<file path="src/rtl/adc_port_map.vh">
`ifndef ADC_PORT_MAP_VH
`define ADC_PORT_MAP_VH

// Register selection codes, communications word bits [6:4]
`define SEL_COMM        3'h0
`define SEL_MODE        3'h1
`define SEL_FILT_HI     3'h2
`define SEL_FILT_LO     3'h3
`define SEL_DATA        3'h5
`define SEL_ZERO_CAL    3'h6
`define SEL_FULL_CAL    3'h7

// Communications word fields
`define COMM_DATA_READY_N_BIT   7
`define COMM_SEL_HI     6
`define COMM_SEL_LO     4
`define COMM_READ_BIT   3

// Filter high byte: set selects unipolar coding
`define FILT_UNIPOLAR_BIT 7

// Register widths in bits
`define W_BYTE          5'h08
`define W_WORD          5'h18

// Reset values
`define COMM_RST        8'h00
`define MODE_RST        8'h00
`define FILT_HI_RST     8'h01
`define FILT_LO_RST     8'h40
`define ZERO_CAL_RST    24'h800000
`define FULL_CAL_RST    24'h5761AB

// Ready-high window before an update over an unread result, master clocks
`define DATA_READY_N_HOLD_CYC   10'h1F4

// Synchroniser bit positions
`define SY_CS           0
`define SY_SCK          1
`define SY_DIN          2
`define SY_POL          3
`define SY_SYNC         4
`define SY_RST          5
`define SY_N            6

`endif

</file>
<file path="src/rtl/adc_serial_port.v">
// Function
// - Serial transfers count only while chip_select_n is low.
// - Chip select tied low gives a three-wire port on clock, in, out.
// - data_ready_n goes low when a new result sits in the data register.
// - data_ready_n returns high after a full data word is read.
// - Unread result: ready high 500 clocks before update, then low again.
// - data_ready_n also goes low when calibration completes.
// - serial_out shifts out a register chosen by the selection bits.
// - serial_in fills a register chosen by selection bits; data never written.
// - Bipolar output is offset binary, midscale between 0111.. and 1000..
// - Polarity low: first clock edge rises; high: first edge falls.
// - Filter sync resets filter and calibration paths, not interface or low ready.
// - Reset pin low returns all logic but the input synchroniser to power-on state.
`include "adc_port_map.vh"

module adc_serial_port #(
   parameter HOLD_CYC = `DATA_READY_N_HOLD_CYC
) (
   input  wire        sys_clk_i,
   input  wire        sys_rst_i,
   input  wire        chip_select_n_i,
   input  wire        serial_clock_i,
   input  wire        serial_in_i,
   input  wire        clock_polarity_sel_i,
   input  wire        filter_sync_n_i,
   input  wire        reset_n_i,
   input  wire        result_valid_i,
   input  wire [23:0] result_i,
   input  wire        cal_done_i,
   output reg         serial_out_o,
   output reg         data_ready_n_o,
   output reg  [7:0]  mode_o,
   output reg  [15:0] filter_sel_o,
   output reg  [23:0] zero_cal_o,
   output reg  [23:0] full_cal_o,
   output reg         filter_reset_o
);

   localparam ST_COMM = 2'b01;
   localparam ST_REG  = 2'b10;

   function [4:0] sel_width;
      input [2:0] sel;
      begin
         case (sel)
            `SEL_DATA, `SEL_ZERO_CAL, `SEL_FULL_CAL: sel_width = `W_WORD;
            default:                                 sel_width = `W_BYTE;
         endcase
      end
   endfunction

   reg  [`SY_N-1:0] sy1_ff;
   reg  [`SY_N-1:0] sy2_ff;
   reg  [`SY_N-1:0] sy3_ff;
   reg  [`SY_N-1:0] filt_ff;
   reg              sck_d_ff;
   reg  [1:0]       state_ff;
   reg  [7:0]       comm_ff;
   reg  [23:0]      data_ff;
   reg  [23:0]      stage_ff;
   reg  [23:0]      in_sh_ff;
   reg  [23:0]      out_sh_ff;
   reg  [4:0]       cnt_ff;
   reg  [9:0]       hold_ff;
   reg              holding_ff;

   // Input agrees on stages two and three before it counts
   wire [`SY_N-1:0] nxt_filt = (~(sy2_ff ^ sy3_ff) & sy2_ff) | ((sy2_ff ^ sy3_ff) & filt_ff);

   wire       rst      = sys_rst_i | ~filt_ff[`SY_RST];
   wire       cs_act   = ~filt_ff[`SY_CS];
   wire       clock_polarity_sel      = filt_ff[`SY_POL];
   wire       lead     = cs_act & (sck_d_ff == clock_polarity_sel) & (filt_ff[`SY_SCK] != clock_polarity_sel);
   wire       sync_act = ~filt_ff[`SY_SYNC];
   wire [2:0] sel      = comm_ff[`COMM_SEL_HI:`COMM_SEL_LO];
   wire       rd       = comm_ff[`COMM_READ_BIT];
   wire [4:0] width    = (state_ff == ST_COMM) ? `W_BYTE : sel_width(sel);
   wire       last     = lead & (cnt_ff == width - 5'h01);
   wire [23:0] word_in = {in_sh_ff[22:0], filt_ff[`SY_DIN]};
   wire [23:0] coded   = filter_sel_o[8 + `FILT_UNIPOLAR_BIT] ? result_i :
                         {~result_i[23], result_i[22:0]};
   wire [7:0] comm_rd  = {data_ready_n_o, word_in[6:0]};
   reg  [23:0] rd_val;

   always @*
   begin
      // Select comes from the incoming byte, comm_ff loads on the same edge
      case (word_in[`COMM_SEL_HI:`COMM_SEL_LO])
         `SEL_COMM:     rd_val = {comm_rd, 16'h0000};
         `SEL_MODE:     rd_val = {mode_o, 16'h0000};
         `SEL_FILT_HI:  rd_val = {filter_sel_o[15:8], 16'h0000};
         `SEL_FILT_LO:  rd_val = {filter_sel_o[7:0], 16'h0000};
         `SEL_DATA:     rd_val = data_ff;
         `SEL_ZERO_CAL: rd_val = zero_cal_o;
         `SEL_FULL_CAL: rd_val = full_cal_o;
         default:       rd_val = 24'h000000;
      endcase
   end

   // Synchroniser runs from the system reset only, so the pin reset is seen
   always @(posedge sys_clk_i)
   begin
      if (sys_rst_i)
      begin
         sy1_ff   <= {`SY_N{1'b1}};
         sy2_ff   <= {`SY_N{1'b1}};
         sy3_ff   <= {`SY_N{1'b1}};
         filt_ff  <= {`SY_N{1'b1}};
         sck_d_ff <= 1'b1;
      end
      else
      begin
         sy1_ff   <= {reset_n_i, filter_sync_n_i, clock_polarity_sel_i,
                      serial_in_i, serial_clock_i, chip_select_n_i};
         sy2_ff   <= sy1_ff;
         sy3_ff   <= sy2_ff;
         filt_ff  <= nxt_filt;
         sck_d_ff <= filt_ff[`SY_SCK];
      end
   end

   // Serial engine, samples and shifts on the leading clock edge
   always @(posedge sys_clk_i)
   begin
      if (rst)
      begin
         state_ff     <= ST_COMM;
         comm_ff      <= `COMM_RST;
         mode_o       <= `MODE_RST;
         filter_sel_o <= {`FILT_HI_RST, `FILT_LO_RST};
         zero_cal_o   <= `ZERO_CAL_RST;
         full_cal_o   <= `FULL_CAL_RST;
         in_sh_ff     <= 24'h000000;
         out_sh_ff    <= 24'h000000;
         cnt_ff       <= 5'h00;
         serial_out_o <= 1'b1;
      end
      else
      begin
         serial_out_o <= out_sh_ff[23];
         if (!cs_act)
            cnt_ff <= 5'h00;
         else if (lead)
         begin
            in_sh_ff  <= word_in;
            out_sh_ff <= {out_sh_ff[22:0], 1'b1};
            cnt_ff    <= cnt_ff + 5'h01;
            if (last)
            begin
               cnt_ff <= 5'h00;
               case (state_ff)
                  ST_COMM:
                  begin
                     comm_ff  <= word_in[7:0];
                     state_ff <= ST_REG;
                     if (word_in[`COMM_READ_BIT])
                        out_sh_ff <= rd_val;
                  end
                  ST_REG:
                  begin
                     state_ff  <= ST_COMM;
                     out_sh_ff <= 24'hFFFFFF;
                     if (!rd)
                     begin
                        case (sel)
                           `SEL_COMM:     comm_ff <= word_in[7:0];
                           `SEL_MODE:     mode_o <= word_in[7:0];
                           `SEL_FILT_HI:  filter_sel_o[15:8] <= word_in[7:0];
                           `SEL_FILT_LO:  filter_sel_o[7:0] <= word_in[7:0];
                           `SEL_ZERO_CAL: zero_cal_o <= word_in;
                           `SEL_FULL_CAL: full_cal_o <= word_in;
                           default:       comm_ff <= comm_ff;
                        endcase
                        if (sel == `SEL_COMM)
                           state_ff <= ST_REG;
                     end
                  end
                  default: state_ff <= ST_COMM;
               endcase
            end
         end
      end
   end

   wire data_read_done = last & (state_ff == ST_REG) & rd & (sel == `SEL_DATA);

   // Ready flag and data register; a read finishing sends a new result of the same cycle into the hold
   always @(posedge sys_clk_i)
   begin
      if (rst)
      begin
         data_ready_n_o <= 1'b1;
         data_ff        <= 24'h000000;
         stage_ff       <= 24'h000000;
         hold_ff        <= 10'h000;
         holding_ff     <= 1'b0;
         filter_reset_o <= 1'b1;
      end
      else
      begin
         filter_reset_o <= sync_act;
         if (data_read_done)
            data_ready_n_o <= 1'b1;
         if (sync_act)
            holding_ff <= 1'b0;
         else if (holding_ff)
         begin
            hold_ff <= hold_ff - 10'h001;
            if (hold_ff == 10'h001)
            begin
               holding_ff     <= 1'b0;
               data_ff        <= stage_ff;
               data_ready_n_o <= 1'b0;
            end
         end
         else if (result_valid_i)
         begin
            if (data_ready_n_o && !data_read_done)
            begin
               data_ff        <= coded;
               data_ready_n_o <= 1'b0;
            end
            else
            begin
               // Unread result: flag goes high so host avoids a torn read
               stage_ff       <= coded;
               hold_ff        <= HOLD_CYC[9:0];
               holding_ff     <= 1'b1;
               data_ready_n_o <= 1'b1;
            end
         end
         else if (cal_done_i)
            data_ready_n_o <= 1'b0;
      end
   end

endmodule // adc_serial_port

</file>
<file path="config.mk">
export PLATFORM = sky130hd
export DESIGN_NAME = adc_serial_port
export DESIGN_NICKNAME = d
export VERILOG_FILES = /design/src/rtl/adc_serial_port.v
export VERILOG_INCLUDE_DIRS = /design/src /design/src/rtl
export SDC_FILE = /design/constraint.sdc
export NUM_CORES = 1
export LEC_CHECK = 0
export BUFFER_PORTS_ARGS = -buffer_cell sky130_fd_sc_hd__buf_2
export CAP_MARGIN = 20
export CELL_PAD_IN_SITES_DETAIL_PLACEMENT = 0
export CELL_PAD_IN_SITES_GLOBAL_PLACEMENT = 1
export CORE_UTILIZATION = 29
export DETAILED_ROUTE_END_ITERATION = 8
export PLACE_DENSITY_LB_ADDON = 0.1
export SLEW_MARGIN = 5
export SYNTH_ARGS = -nofsm -noshare
export SYNTH_HDL_FRONTEND = slang
export SYNTH_SLANG_ARGS = --single-unit
</file>
<file path="constraint.sdc">
create_clock -name sys_clk_i -period 2.2 [get_ports sys_clk_i]
set_input_delay 0.11 -clock sys_clk_i [delete_from_list [all_inputs] [get_ports sys_clk_i]]
set_output_delay 0.11 -clock sys_clk_i [all_outputs]
set_load 0.01 [all_outputs]
</file>
==> impl_results.md, run 1 <==
- Status: complete, but fails checks
- Failing checks: negative setup slack
- CTS clk-pin slew, worst paths: 0.06 ns
- Worst setup margin: -0.2168 ns
- Fin util: 41.15%
- Cell Chain, Critical Path: inv_2 > ha_4 > nand2b_4 > or4b_4 > buf_6 > a211o_4 > buf_12 > buf_16 > a221oi_2 > nor2_1
- Nets: 1336
- Most frequent cells in the layout: 210 x dfxtp_1, 165 x nand2_1, 120 x a21oi_1
- Ports: 109
- Yosys reg bits: 217
- Final worst path period need: 2.417 ns
- Clk_skew: 0.01446 ns
- IO Port Bufs: 108
- FF-to-FF setup slack: -0.22 ns
- Pin count of the biggest net entering global routing: 50
- Primary FF master, synth: dfxtp_1
- Avg Inst Size Synth: 8.459 µm²
- Vias post-DR: 8704
- Synth warn: 0
- Average wire per standard cell: 19.39 µm
- Lkg Pwr: 5.086 nW
- Cts bufs inserted: 26
- Antenna violations before repair: 0
- Pwr Density: 718.6 nW/µm²
- CTS root buf: clkbuf_16
- Ant diodes: 0
- Layout cells sized above 1: 30.93%
- WL final: 33.95 mm
- Critical Path AT: 2.85 ns
- Total power: 9.428 mW
- Top delay family on crit path: simple AND/OR/NAND/NOR gates
- CP Capture Type: flip-flop
- Post-synth EDFFs: 0
- Row count: 65
- Peak supply drop: 0.5458 mV
- Distinct cells, synth: 56
- Critical Path Start: state_ff[1]$_SDFFE_PP0P_
- Post-Syn Area: 9483 µm²
- Cells on Worst Hold Path: 2
- Drt drc: 0
- Core area: 31880 µm²
- Die Y: 182.8 µm
- Worst-Margin Slew: 0.7232 ns
- TritonCTS clock tree: done
- Final Hold Fails: 0
- Commonest non-fill, non-tap cell in the layout: dfxtp_1
- Total track usage: 18.95%
- Ys async rst share: 0%
- Max incr delay on CP: 0.55 ns
- First-pass GRT wire length: 49.00 mm
- Drt pass-1 iters: 5
- Die area: 33430 µm²
- CTS H-tree lvls: 1
- Critical Path Source Type: flip-flop
- Crit-path slowest cell: or4b_4
- Worst R2R Start: state_ff[1]$_SDFFE_PP0P_
- Syn_nets: 1160
- Worst setup path endpoint: out_sh_ff[8]$_SDFFE_PP0P_
- Data required time of the critical path: 2.63 ns
- HP Start: sys_rst_i
- DIE WIDTH: 182.8 µm
- Vias/cell: 4.971
- Seq/Total Area, Yosys: 45.81%
- Synth Instances: 1121
- Remaining Overflow, GRT: 0
- Vias in the first global route: 7964
- Fin Hold WS: 0.05581 ns
- Max-Cap Viols: 0
- Clock tree sinks: 217
- R2r worst-path depth: 10
- Final slew viol count: 0
- Setup violations, final: 120
- Initial DRC count: 539
- Worst R2R End: out_sh_ff[8]$_SDFFE_PP0P_
- Initial Util: 29.74%
- Skew-Pair Late Insertion Delay: 0.54 ns
- Worst path bufs/invs: 4
- Area Growth Syn to Fin: 38.34%
- Crit path max fanout: 5
- Post-route antenna net violation count: 0
- Final period util: 109.9%
- Tightest Hold Check Type: primary input to flip-flop
- Dpl hpwl: 21.17 mm
- RD Place Congestion: 0.7745
- RSZ-0062 raised after global routing: true
- Clock Path Buffers: 3
- Critical path type: flip-flop to flip-flop
- Worst slew margin: 51.69%
- Fmax: 413.8 MHz
- WP depth: 10
[flip-flops by register name, indices dropped and copies added, names as in the netlist, 2 cells and up, named ones only]
register and count:
comm_ff 4, filter_sel_o 16, cnt_ff 5, hold_ff 10, in_sh_ff 23, sy3_ff 6, zero_cal_o 24, out_sh_ff 24
state_ff 2, full_cal_o 24, stage_ff 24, data_ff 24, sy2_ff 6, mode_o 8, sy1_ff 6
[through the flow]
step	TNS [ns]	area, µm²	cells	setup slack, ns
5_1_grt	-27.54	13120	1751	-0.2843
2_1_floorplan	-7.967	9712	1121	-0.1875
6_report	-15.65	13120	1751	-0.2168
3_5_place_dp	-23.22	11010	1636	-0.2499
3_3_place_gp	-21.13	11010	1636	-0.2570
4_1_cts	-20.61	12470	1722	-0.2542
[what timing repair did]
item,4_1_cts,5_1_grt
gates cloned,5,17
setup buffers,3,14
endpoints found under the setup margin,159,161
pin swaps,14,67
resized for setup,40,96
hold endpoints to repair,50,0
hold buffers,31,0
[Yosys cell counts (all sizes together) (3+ instances only)]
cell / instances / share of area [%]
o211ai: 3 / 0.24
and3: 3 / 0.20
a21o: 5 / 0.40
a22o: 4 / 0.37
mux4: 3 / 0.71
nand3: 45 / 2.4
nand2b: 9 / 0.67
o21bai: 6 / 0.47
a211oi: 31 / 2.5
and2: 5 / 0.33
a221oi: 25 / 2.3
buf: 21 / 1.5
or2: 21 / 1.4
nor2b: 6 / 0.40
a21oi: 133 / 7.0
nand3b: 5 / 0.40
nor4: 3 / 0.20
clkbuf: 82 / 3.2
mux2i: 50 / 5.3
inv: 7 / 0.28
nand4: 5 / 0.33
ha: 5 / 0.66
o31a: 3 / 0.28
nand2: 178 / 7.0
a22oi: 18 / 1.4
dfxtp: 217 / 46
nor3: 6 / 0.37
nor2: 75 / 3.0
xor2: 3 / 0.28
o21ai: 89 / 4.7
mux2: 23 / 2.7
xnor2: 8 / 0.74
or3: 3 / 0.20
[worst min path at each step]
stage / end / slack [ns]
after global routing: flip-flop / 0.09
after floorplan: sy1_ff[0]$_SDFF_PP1_ / 0.21
after CTS: flip-flop / 0.06
after global placement: sy1_ff[3]$_SDFF_PP1_ / 0.29
final: flip-flop / 0.06
after detailed placement: sy1_ff[3]$_SDFF_PP1_ / 0.30
[layer usage]
| metal | global-route usage (%) | routed length, µm |
|---|---|---|
| met1 | 27.71 | 16190 |
| met2 | 28.81 | 15670 |
| met3 | 3.614 | 1618 |
| met4 | 3.833 | 471 |
| met5 | 0 | 0 |
[worst reg2reg max path, stage by stage (launching register included)]
cell,delay [ns]
dfxtp_2,0.33
inv_2,0.04
ha_4,0.14
nand2b_4,0.13
or4b_4,0.55
buf_6,0.15
a211o_4,0.36
buf_12,0.15
buf_16,0.14
a221oi_2,0.26
nor2_1,0.06
[cell type report]
type | instances | area, µm²
Timing Repair Buffer | 248 | 2216
Tap cell | 435 | 544.3
Clock inverter | 5 | 61.31
Multi-Input combinational cell | 797 | 5137
Fill cell | 3275 | 18760
Clock buffer | 42 | 780.7
Inverter | 7 | 26.28
Sequential cell | 217 | 4353
[kinds of logic after synthesis]
kind of cell	after synthesis	share of synthesized area, %
muxes	76	8.721
DFF	217	45.81
xor gates and xnor gates	11	1.016
AOI/OAI and AO/OA	329	20.91
adders and majority gates	5	0.6597
and+or+nand+nor	373	17.81
buffers and inverters	110	5.067
[power breakdown]
part	internal (mW)	total (mW)	switching (mW)
registers	4.08	4.18	0.107
clock network	2.53	4.27	1.74
logic	0.487	0.975	0.488
(Power assumes the default switching activity.)
==> inputs of run 2 (changes only) <==
==> constraint.sdc (replaced) <==
create_clock -name sys_clk_i -period 3.05 [get_ports sys_clk_i]
set_input_delay 0.61 -clock sys_clk_i [delete_from_list [all_inputs] [get_ports sys_clk_i]]
set_output_delay 0.61 -clock sys_clk_i [all_outputs]
set_load 0.01 [all_outputs]
==> run 2 against run 1 <==
  * The flow now finishes without violations
  * Combinational power shrank 48%
  * First-iteration DRC count shrank 27%
  * Die area is the same
  * Design area shrank 14%
  * Setup slack gained 0.45 ns
  * Routed wire length shrank 9.8%
  * Critical endpoint is now filter_sel_o[8]$_SDFFE_PP1P_
  * Largest cell class unchanged
==> impl_results.md, run 2 (same netlist as run 1, synthesis figures left out) <==
- Status: completed
- Row count: 65
- IO Port Bufs: 108
- Die area: 33430 µm²
- RSZ-0062 raised after global routing: false
- Critical path type: flip-flop to flip-flop
- Remaining Overflow, GRT: 0
- Ant diodes: 0
- CP Capture Type: flip-flop
- Worst R2R Start: state_ff[1]$_SDFFE_PP0P_
- Dpl cells: 1597
- Antenna violations before repair: 0
- Clock Path Buffers: 3
- First-pass GRT wire length: 47.67 mm
- Fmax: 355.3 MHz
- WL final: 30.61 mm
- RD Place Congestion: 0.7494
- Crit path max fanout: 8
- HP Start: reset_n_i
- Register area: 4348 µm²
- Worst-Margin Slew: 0.8668 ns
- Initial DRC count: 395
- Final slew viol count: 0
- Multi-input logic area: 4688 µm²
- Final cell count without fillers: 1642
- Setup violations, final: 0
- Final period util: 92.27%
- Peak supply drop: 0.3433 mV
- Layout cells sized above 1: 20.38%
- Worst R2R End: filter_sel_o[8]$_SDFFE_PP1P_
- Cts bufs inserted: 26
- DIE WIDTH: 182.8 µm
- CTS clk-pin slew, worst paths: 0.06 ns
- Worst Hold End: sy1_ff[5]$_SDFF_PP1_
- Drt drc: 0
- Tightest Hold Check Type: primary input to flip-flop
- Total track usage: 18.19%
- Critical Path AT: 3.22 ns
- Post-route antenna net violation count: 0
- FF-to-FF setup slack: 0.24 ns
- Vias post-DR: 7984
- Core area: 31880 µm²
- Drt pass-1 iters: 6
- Dpl hpwl: 20.67 mm
- TritonCTS clock tree: done
- Final worst path period need: 2.814 ns
- Most frequent cells in the layout: 214 x dfxtp_1, 178 x nand2_1, 133 x a21oi_1
- Commonest non-fill, non-tap cell in the layout: dfxtp_1
- CTS root buf: clkbuf_16
- Critical Path Source Type: flip-flop
- Data required time of the critical path: 3.45 ns
- Vias in the first global route: 7724
- Fillers: 3387
- Average wire per standard cell: 18.64 µm
- Clk_skew: 0.009384 ns
- Initial Util: 29.74%
- Cts hold-fix bufs: 0
- CTS H-tree lvls: 1
- Area Growth Syn to Fin: 19.49%
- Lkg Pwr: 4.268 nW
- Post-CTS Resized: 0
- R2r worst-path depth: 8
- Final Hold Fails: 0
- Die Y: 182.8 µm
- Worst slew margin: 41.61%
- Final TNS setup: 0 ns
- Pwr Density: 578.3 nW/µm²
- Max-Cap Viols: 0
- Ports: 109
- Clock tree sinks: 217
- Skew-Pair Late Insertion Delay: 0.53 ns
- Cells on Worst Hold Path: 2
- Nets: 1229
- Vias/cell: 4.862
- Pin count of the biggest net entering global routing: 52
- Postcts setup bufs: 0
==> run 2: changes by cell type in the layout (fill, tap and decap cells not counted), moves of 18 or more <==
| cell | change |
|---|---|
| buf_6 | -19 |
| o21ai_0 | +31 |
| o21ai_1 | -20 |
| a221oi_2 | -18 |
| dlygate4sd3_1 | -31 |
| buf_4 | -28 |
| a221oi_1 | +20 |
==> run 2: routing by layer <==
layer | global-route usage (%) | vias to the layer above | share of wire [%]
met2 | 28.08 | 145 | 43
met5 | 0 | - | 0
met4 | 4.133 | 0 | 1.5
met3 | 3.713 | 34 | 5.2
li1 | - | 4086 | -
met1 | 25.91 | 3719 | 50
==> run 2: worst max path at each step <==
stage                              from                      endpoint  slack [ns]  cells past startpoint
2_1_floorplan  state_ff[1]$_SDFFE_PP0P_    full_cal_o[3]$_SDFFE_PP1P_        0.59                      9
3_3_place_gp   state_ff[1]$_SDFFE_PP0P_  filter_sel_o[8]$_SDFFE_PP1P_        0.26                      8
3_5_place_dp   state_ff[1]$_SDFFE_PP0P_  filter_sel_o[8]$_SDFFE_PP1P_        0.22                      8
4_1_cts        state_ff[1]$_SDFFE_PP0P_  filter_sel_o[8]$_SDFFE_PP1P_        0.20                      8
5_1_grt        state_ff[1]$_SDFFE_PP0P_  filter_sel_o[9]$_SDFFE_PP0P_        0.04                      8
6_report       state_ff[1]$_SDFFE_PP0P_  filter_sel_o[8]$_SDFFE_PP1P_        0.24                      8
==> run 2: worst max-delay path, cell delays in order (launching register included) <==
cell and delay (ns):
dfxtp_1 0.35, inv_1 0.05, ha_1 0.24, nand2b_4 0.18
or4b_4 0.56, a2111oi_4 0.49, and3_1 0.53, mux2i_1 0.24
nand2_1 0.06
==> run 2: final cells by class <==
cell class / instances / area share, %
clock buffer: 39 / 6.802
clock inverter: 6 / 0.4859
inverter: 7 / 0.2319
multi-input combinational: 794 / 41.38
sequential: 217 / 38.37
tap: 435 / 4.803
timing repair buffer: 144 / 7.928
==> run 2: through the flow <==
stage	power, mW	hold WS [ns]	area [µm²]	util (%)	worst slack, ns
4_1_cts	6.638	0.2483	11330	35.54	0.2025
6_report	6.552	0.2572	11330	35.54	0.2357
2_1_floorplan	3.433	0.3895	9483	-	0.5900
5_1_grt	6.821	0.2569	11330	35.54	0.03636
3_3_place_gp	3.593	0.3924	10490	32.89	0.2560
3_5_place_dp	3.596	0.3933	10510	32.95	0.2158
==> run 2: power by group <==
part	total, mW	switching [mW]	internal [mW]
registers	3.02	0.0817	2.94
logic	0.506	0.284	0.222
clock network	3.02	1.21	1.81
==> inputs of run 3 (changes only) <==
--- a/config.mk
+++ b/config.mk
@@ -10,10 +10,10 @@
 export CAP_MARGIN = 20
 export CELL_PAD_IN_SITES_DETAIL_PLACEMENT = 0
 export CELL_PAD_IN_SITES_GLOBAL_PLACEMENT = 1
-export CORE_UTILIZATION = 29
+export CORE_UTILIZATION = 47
 export DETAILED_ROUTE_END_ITERATION = 8
-export PLACE_DENSITY_LB_ADDON = 0.1
-export SLEW_MARGIN = 5
+export PLACE_DENSITY = 0.82
+export SLEW_MARGIN = 10
 export SYNTH_ARGS = -nofsm -noshare
 export SYNTH_HDL_FRONTEND = slang
 export SYNTH_SLANG_ARGS = --single-unit
==> run 3 against run 2 <==
  * Setup slack gained 0.018 ns
  * Non-clock buffer count decreased by 1
  * Core utilization up 21 points
  * Combinational power shrank 0.8%
  * Global-route usage grew 7.8 points
  * First-iteration DRC count increased by 52%
  * Critical path type unchanged
  * Clock-buffer cell count is 6 lower
==> impl_results.md, run 3 (same netlist as run 1, synthesis figures left out) <==
- CP Capture Type: flip-flop
- Clock tree sinks: 217
- IO Port Bufs: 108
- Cts bufs inserted: 24
- Postcts setup bufs: 0
- Area Growth Syn to Fin: 17.72%
- Layout cells sized above 1: 20.33%
- First-pass GRT wire length: 42.12 mm
- Lkg Pwr: 4.285 nW
- Cts hold-fix bufs: 0
- RD Place Congestion: 0.8911
- Nets: 1226
- Final TNS setup: 0 ns
- Fmax: 357.6 MHz
- Drt drc: 0
- Worst R2R Start: state_ff[1]$_SDFFE_PP0P_
- DIE WIDTH: 144.0 µm
- Drt pass-1 iters: 5
- Final period util: 91.68%
- Peak supply drop: 0.5350 mV
- Tightest Hold Check Type: primary input to flip-flop
- Cells on Worst Hold Path: 2
- Pin count of the biggest net entering global routing: 61
- Worst-Margin Slew: 1.094 ns
- FF-to-FF setup slack: 0.25 ns
- HP Start: serial_in_i
- Status: completed
- Area of placed instances: 10260 µm²
- CTS H-tree lvls: 1
- Ports: 109
- Row count: 51
- Initial DRC count: 601
- Vias in the first global route: 7624
- Max-Cap Viols: 0
- CTS root buf: clkbuf_16
- Vias/cell: 5.635
- Fin Hold WS: 0.2776 ns
- Pwr Density: 607.9 nW/µm²
- Worst slew margin: 27.08%
- TritonCTS clock tree: done
- Antenna violations before repair: 0
- Die area: 20750 µm²
- Worst R2R End: filter_sel_o[8]$_SDFFE_PP1P_
- Worst Hold End: sy1_ff[2]$_SDFF_PP1_
- Crit path max fanout: 6
- RSZ-0062 raised after global routing: false
- Data required time of the critical path: 3.43 ns
- Remaining Overflow, GRT: 0
- Total track usage: 25.98%
- Total power: 6.786 mW
- Critical Path Source Type: flip-flop
- Final Instance Area: 11160 µm²
- Critical Path AT: 3.17 ns
- Post-CTS Resized: 0
- Post-route antenna net violation count: 0
- Clock Path Buffers: 3
- Ant diodes: 0
- Most frequent cells in the layout: 216 x dfxtp_1, 178 x nand2_1, 133 x a21oi_1
- Final worst path period need: 2.796 ns
- Clk_skew: 0.008052 ns
- Average wire per standard cell: 17.99 µm
- Core area: 19590 µm²
- CTS clk-pin slew, worst paths: 0.06 ns
- Skew-Pair Late Insertion Delay: 0.52 ns
- Dpl hpwl: 17.45 mm
- Commonest non-fill, non-tap cell in the layout: dfxtp_1
- Initial Util: 48.41%
- Critical path type: flip-flop to flip-flop
- Fillers: 1838
- R2r worst-path depth: 9
- WL final: 26.45 mm
- Final Hold Fails: 0
- Vias post-DR: 8283
- Die Y: 144.0 µm
- Setup violations, final: 0
- Final slew viol count: 0
==> run 3: changes by cell type in the layout (fill, tap and decap cells not counted), sizes merged <==
| cell | delta |
|---|---|
| buf | -1 |
| clkinvlp | +2 |
| clkbuf | -6 |
| bufinv | +5 |
| clkinv | -2 |
==> run 3: critical path: stages, from the launching register on <==
cell	delay, ns
dfxtp_1	0.36
inv_1	0.06
ha_1	0.24
nand2b_4	0.18
or4b_4	0.55
a2111oi_4	0.50
and3_1	0.36
buf_12	0.16
mux2i_1	0.18
nand2_1	0.06
==> run 3: worst max-delay path by stage <==
stage	cells past startpoint	startpoint	endpoint
2_1_floorplan	9	state_ff[1]$_SDFFE_PP0P_	full_cal_o[3]$_SDFFE_PP1P_
3_3_place_gp	9	state_ff[1]$_SDFFE_PP0P_	filter_sel_o[8]$_SDFFE_PP1P_
6_report	9	state_ff[1]$_SDFFE_PP0P_	filter_sel_o[8]$_SDFFE_PP1P_
4_1_cts	9	state_ff[1]$_SDFFE_PP0P_	filter_sel_o[8]$_SDFFE_PP1P_
3_5_place_dp	9	state_ff[1]$_SDFFE_PP0P_	filter_sel_o[8]$_SDFFE_PP1P_
5_1_grt	9	state_ff[1]$_SDFFE_PP0P_	filter_sel_o[11]$_SDFFE_PP0P_
==> run 3: metrics by stage <==
step / worst slack [ns] / instances / util (%)
6_report: 0.2537 / 1470 / 56.98
4_1_cts: 0.2825 / 1470 / 56.98
2_1_floorplan: 0.5900 / 1121 / -
5_1_grt: 0.05419 / 1470 / 56.98
3_3_place_gp: 0.3349 / 1426 / 52.36
3_5_place_dp: 0.2986 / 1426 / 52.36
==> run 3: cell type report <==
class                           instances  area, µm²  area share (%)
Clock buffer                           33      695.7           6.232
Multi-Input combinational cell        794       4688           42.00
Tap cell                              265      331.6           2.970
Timing Repair Buffer                  143      865.8           7.756
Inverter                                7      26.28          0.2354
Sequential cell                       217       4345           38.93
Clock inverter                         11      210.2           1.883
==> run 3: power by group <==
group	internal (mW)	switching [mW]	leakage (nW)
clock	2.10	1.17	0.438
combinational	0.225	0.277	2.08
sequential	2.94	0.0759	1.76
total	5.26	1.52	4.29
==> run 3: per-layer routing <==
| metal | wire [µm] | track usage, % |
|---|---|---|
| met1 | 12320 | 38.18 |
| met2 | 11780 | 39.74 |
| met3 | 1879 | 4.404 |
| met4 | 465 | 5.263 |
| met5 | 0 | 0 |
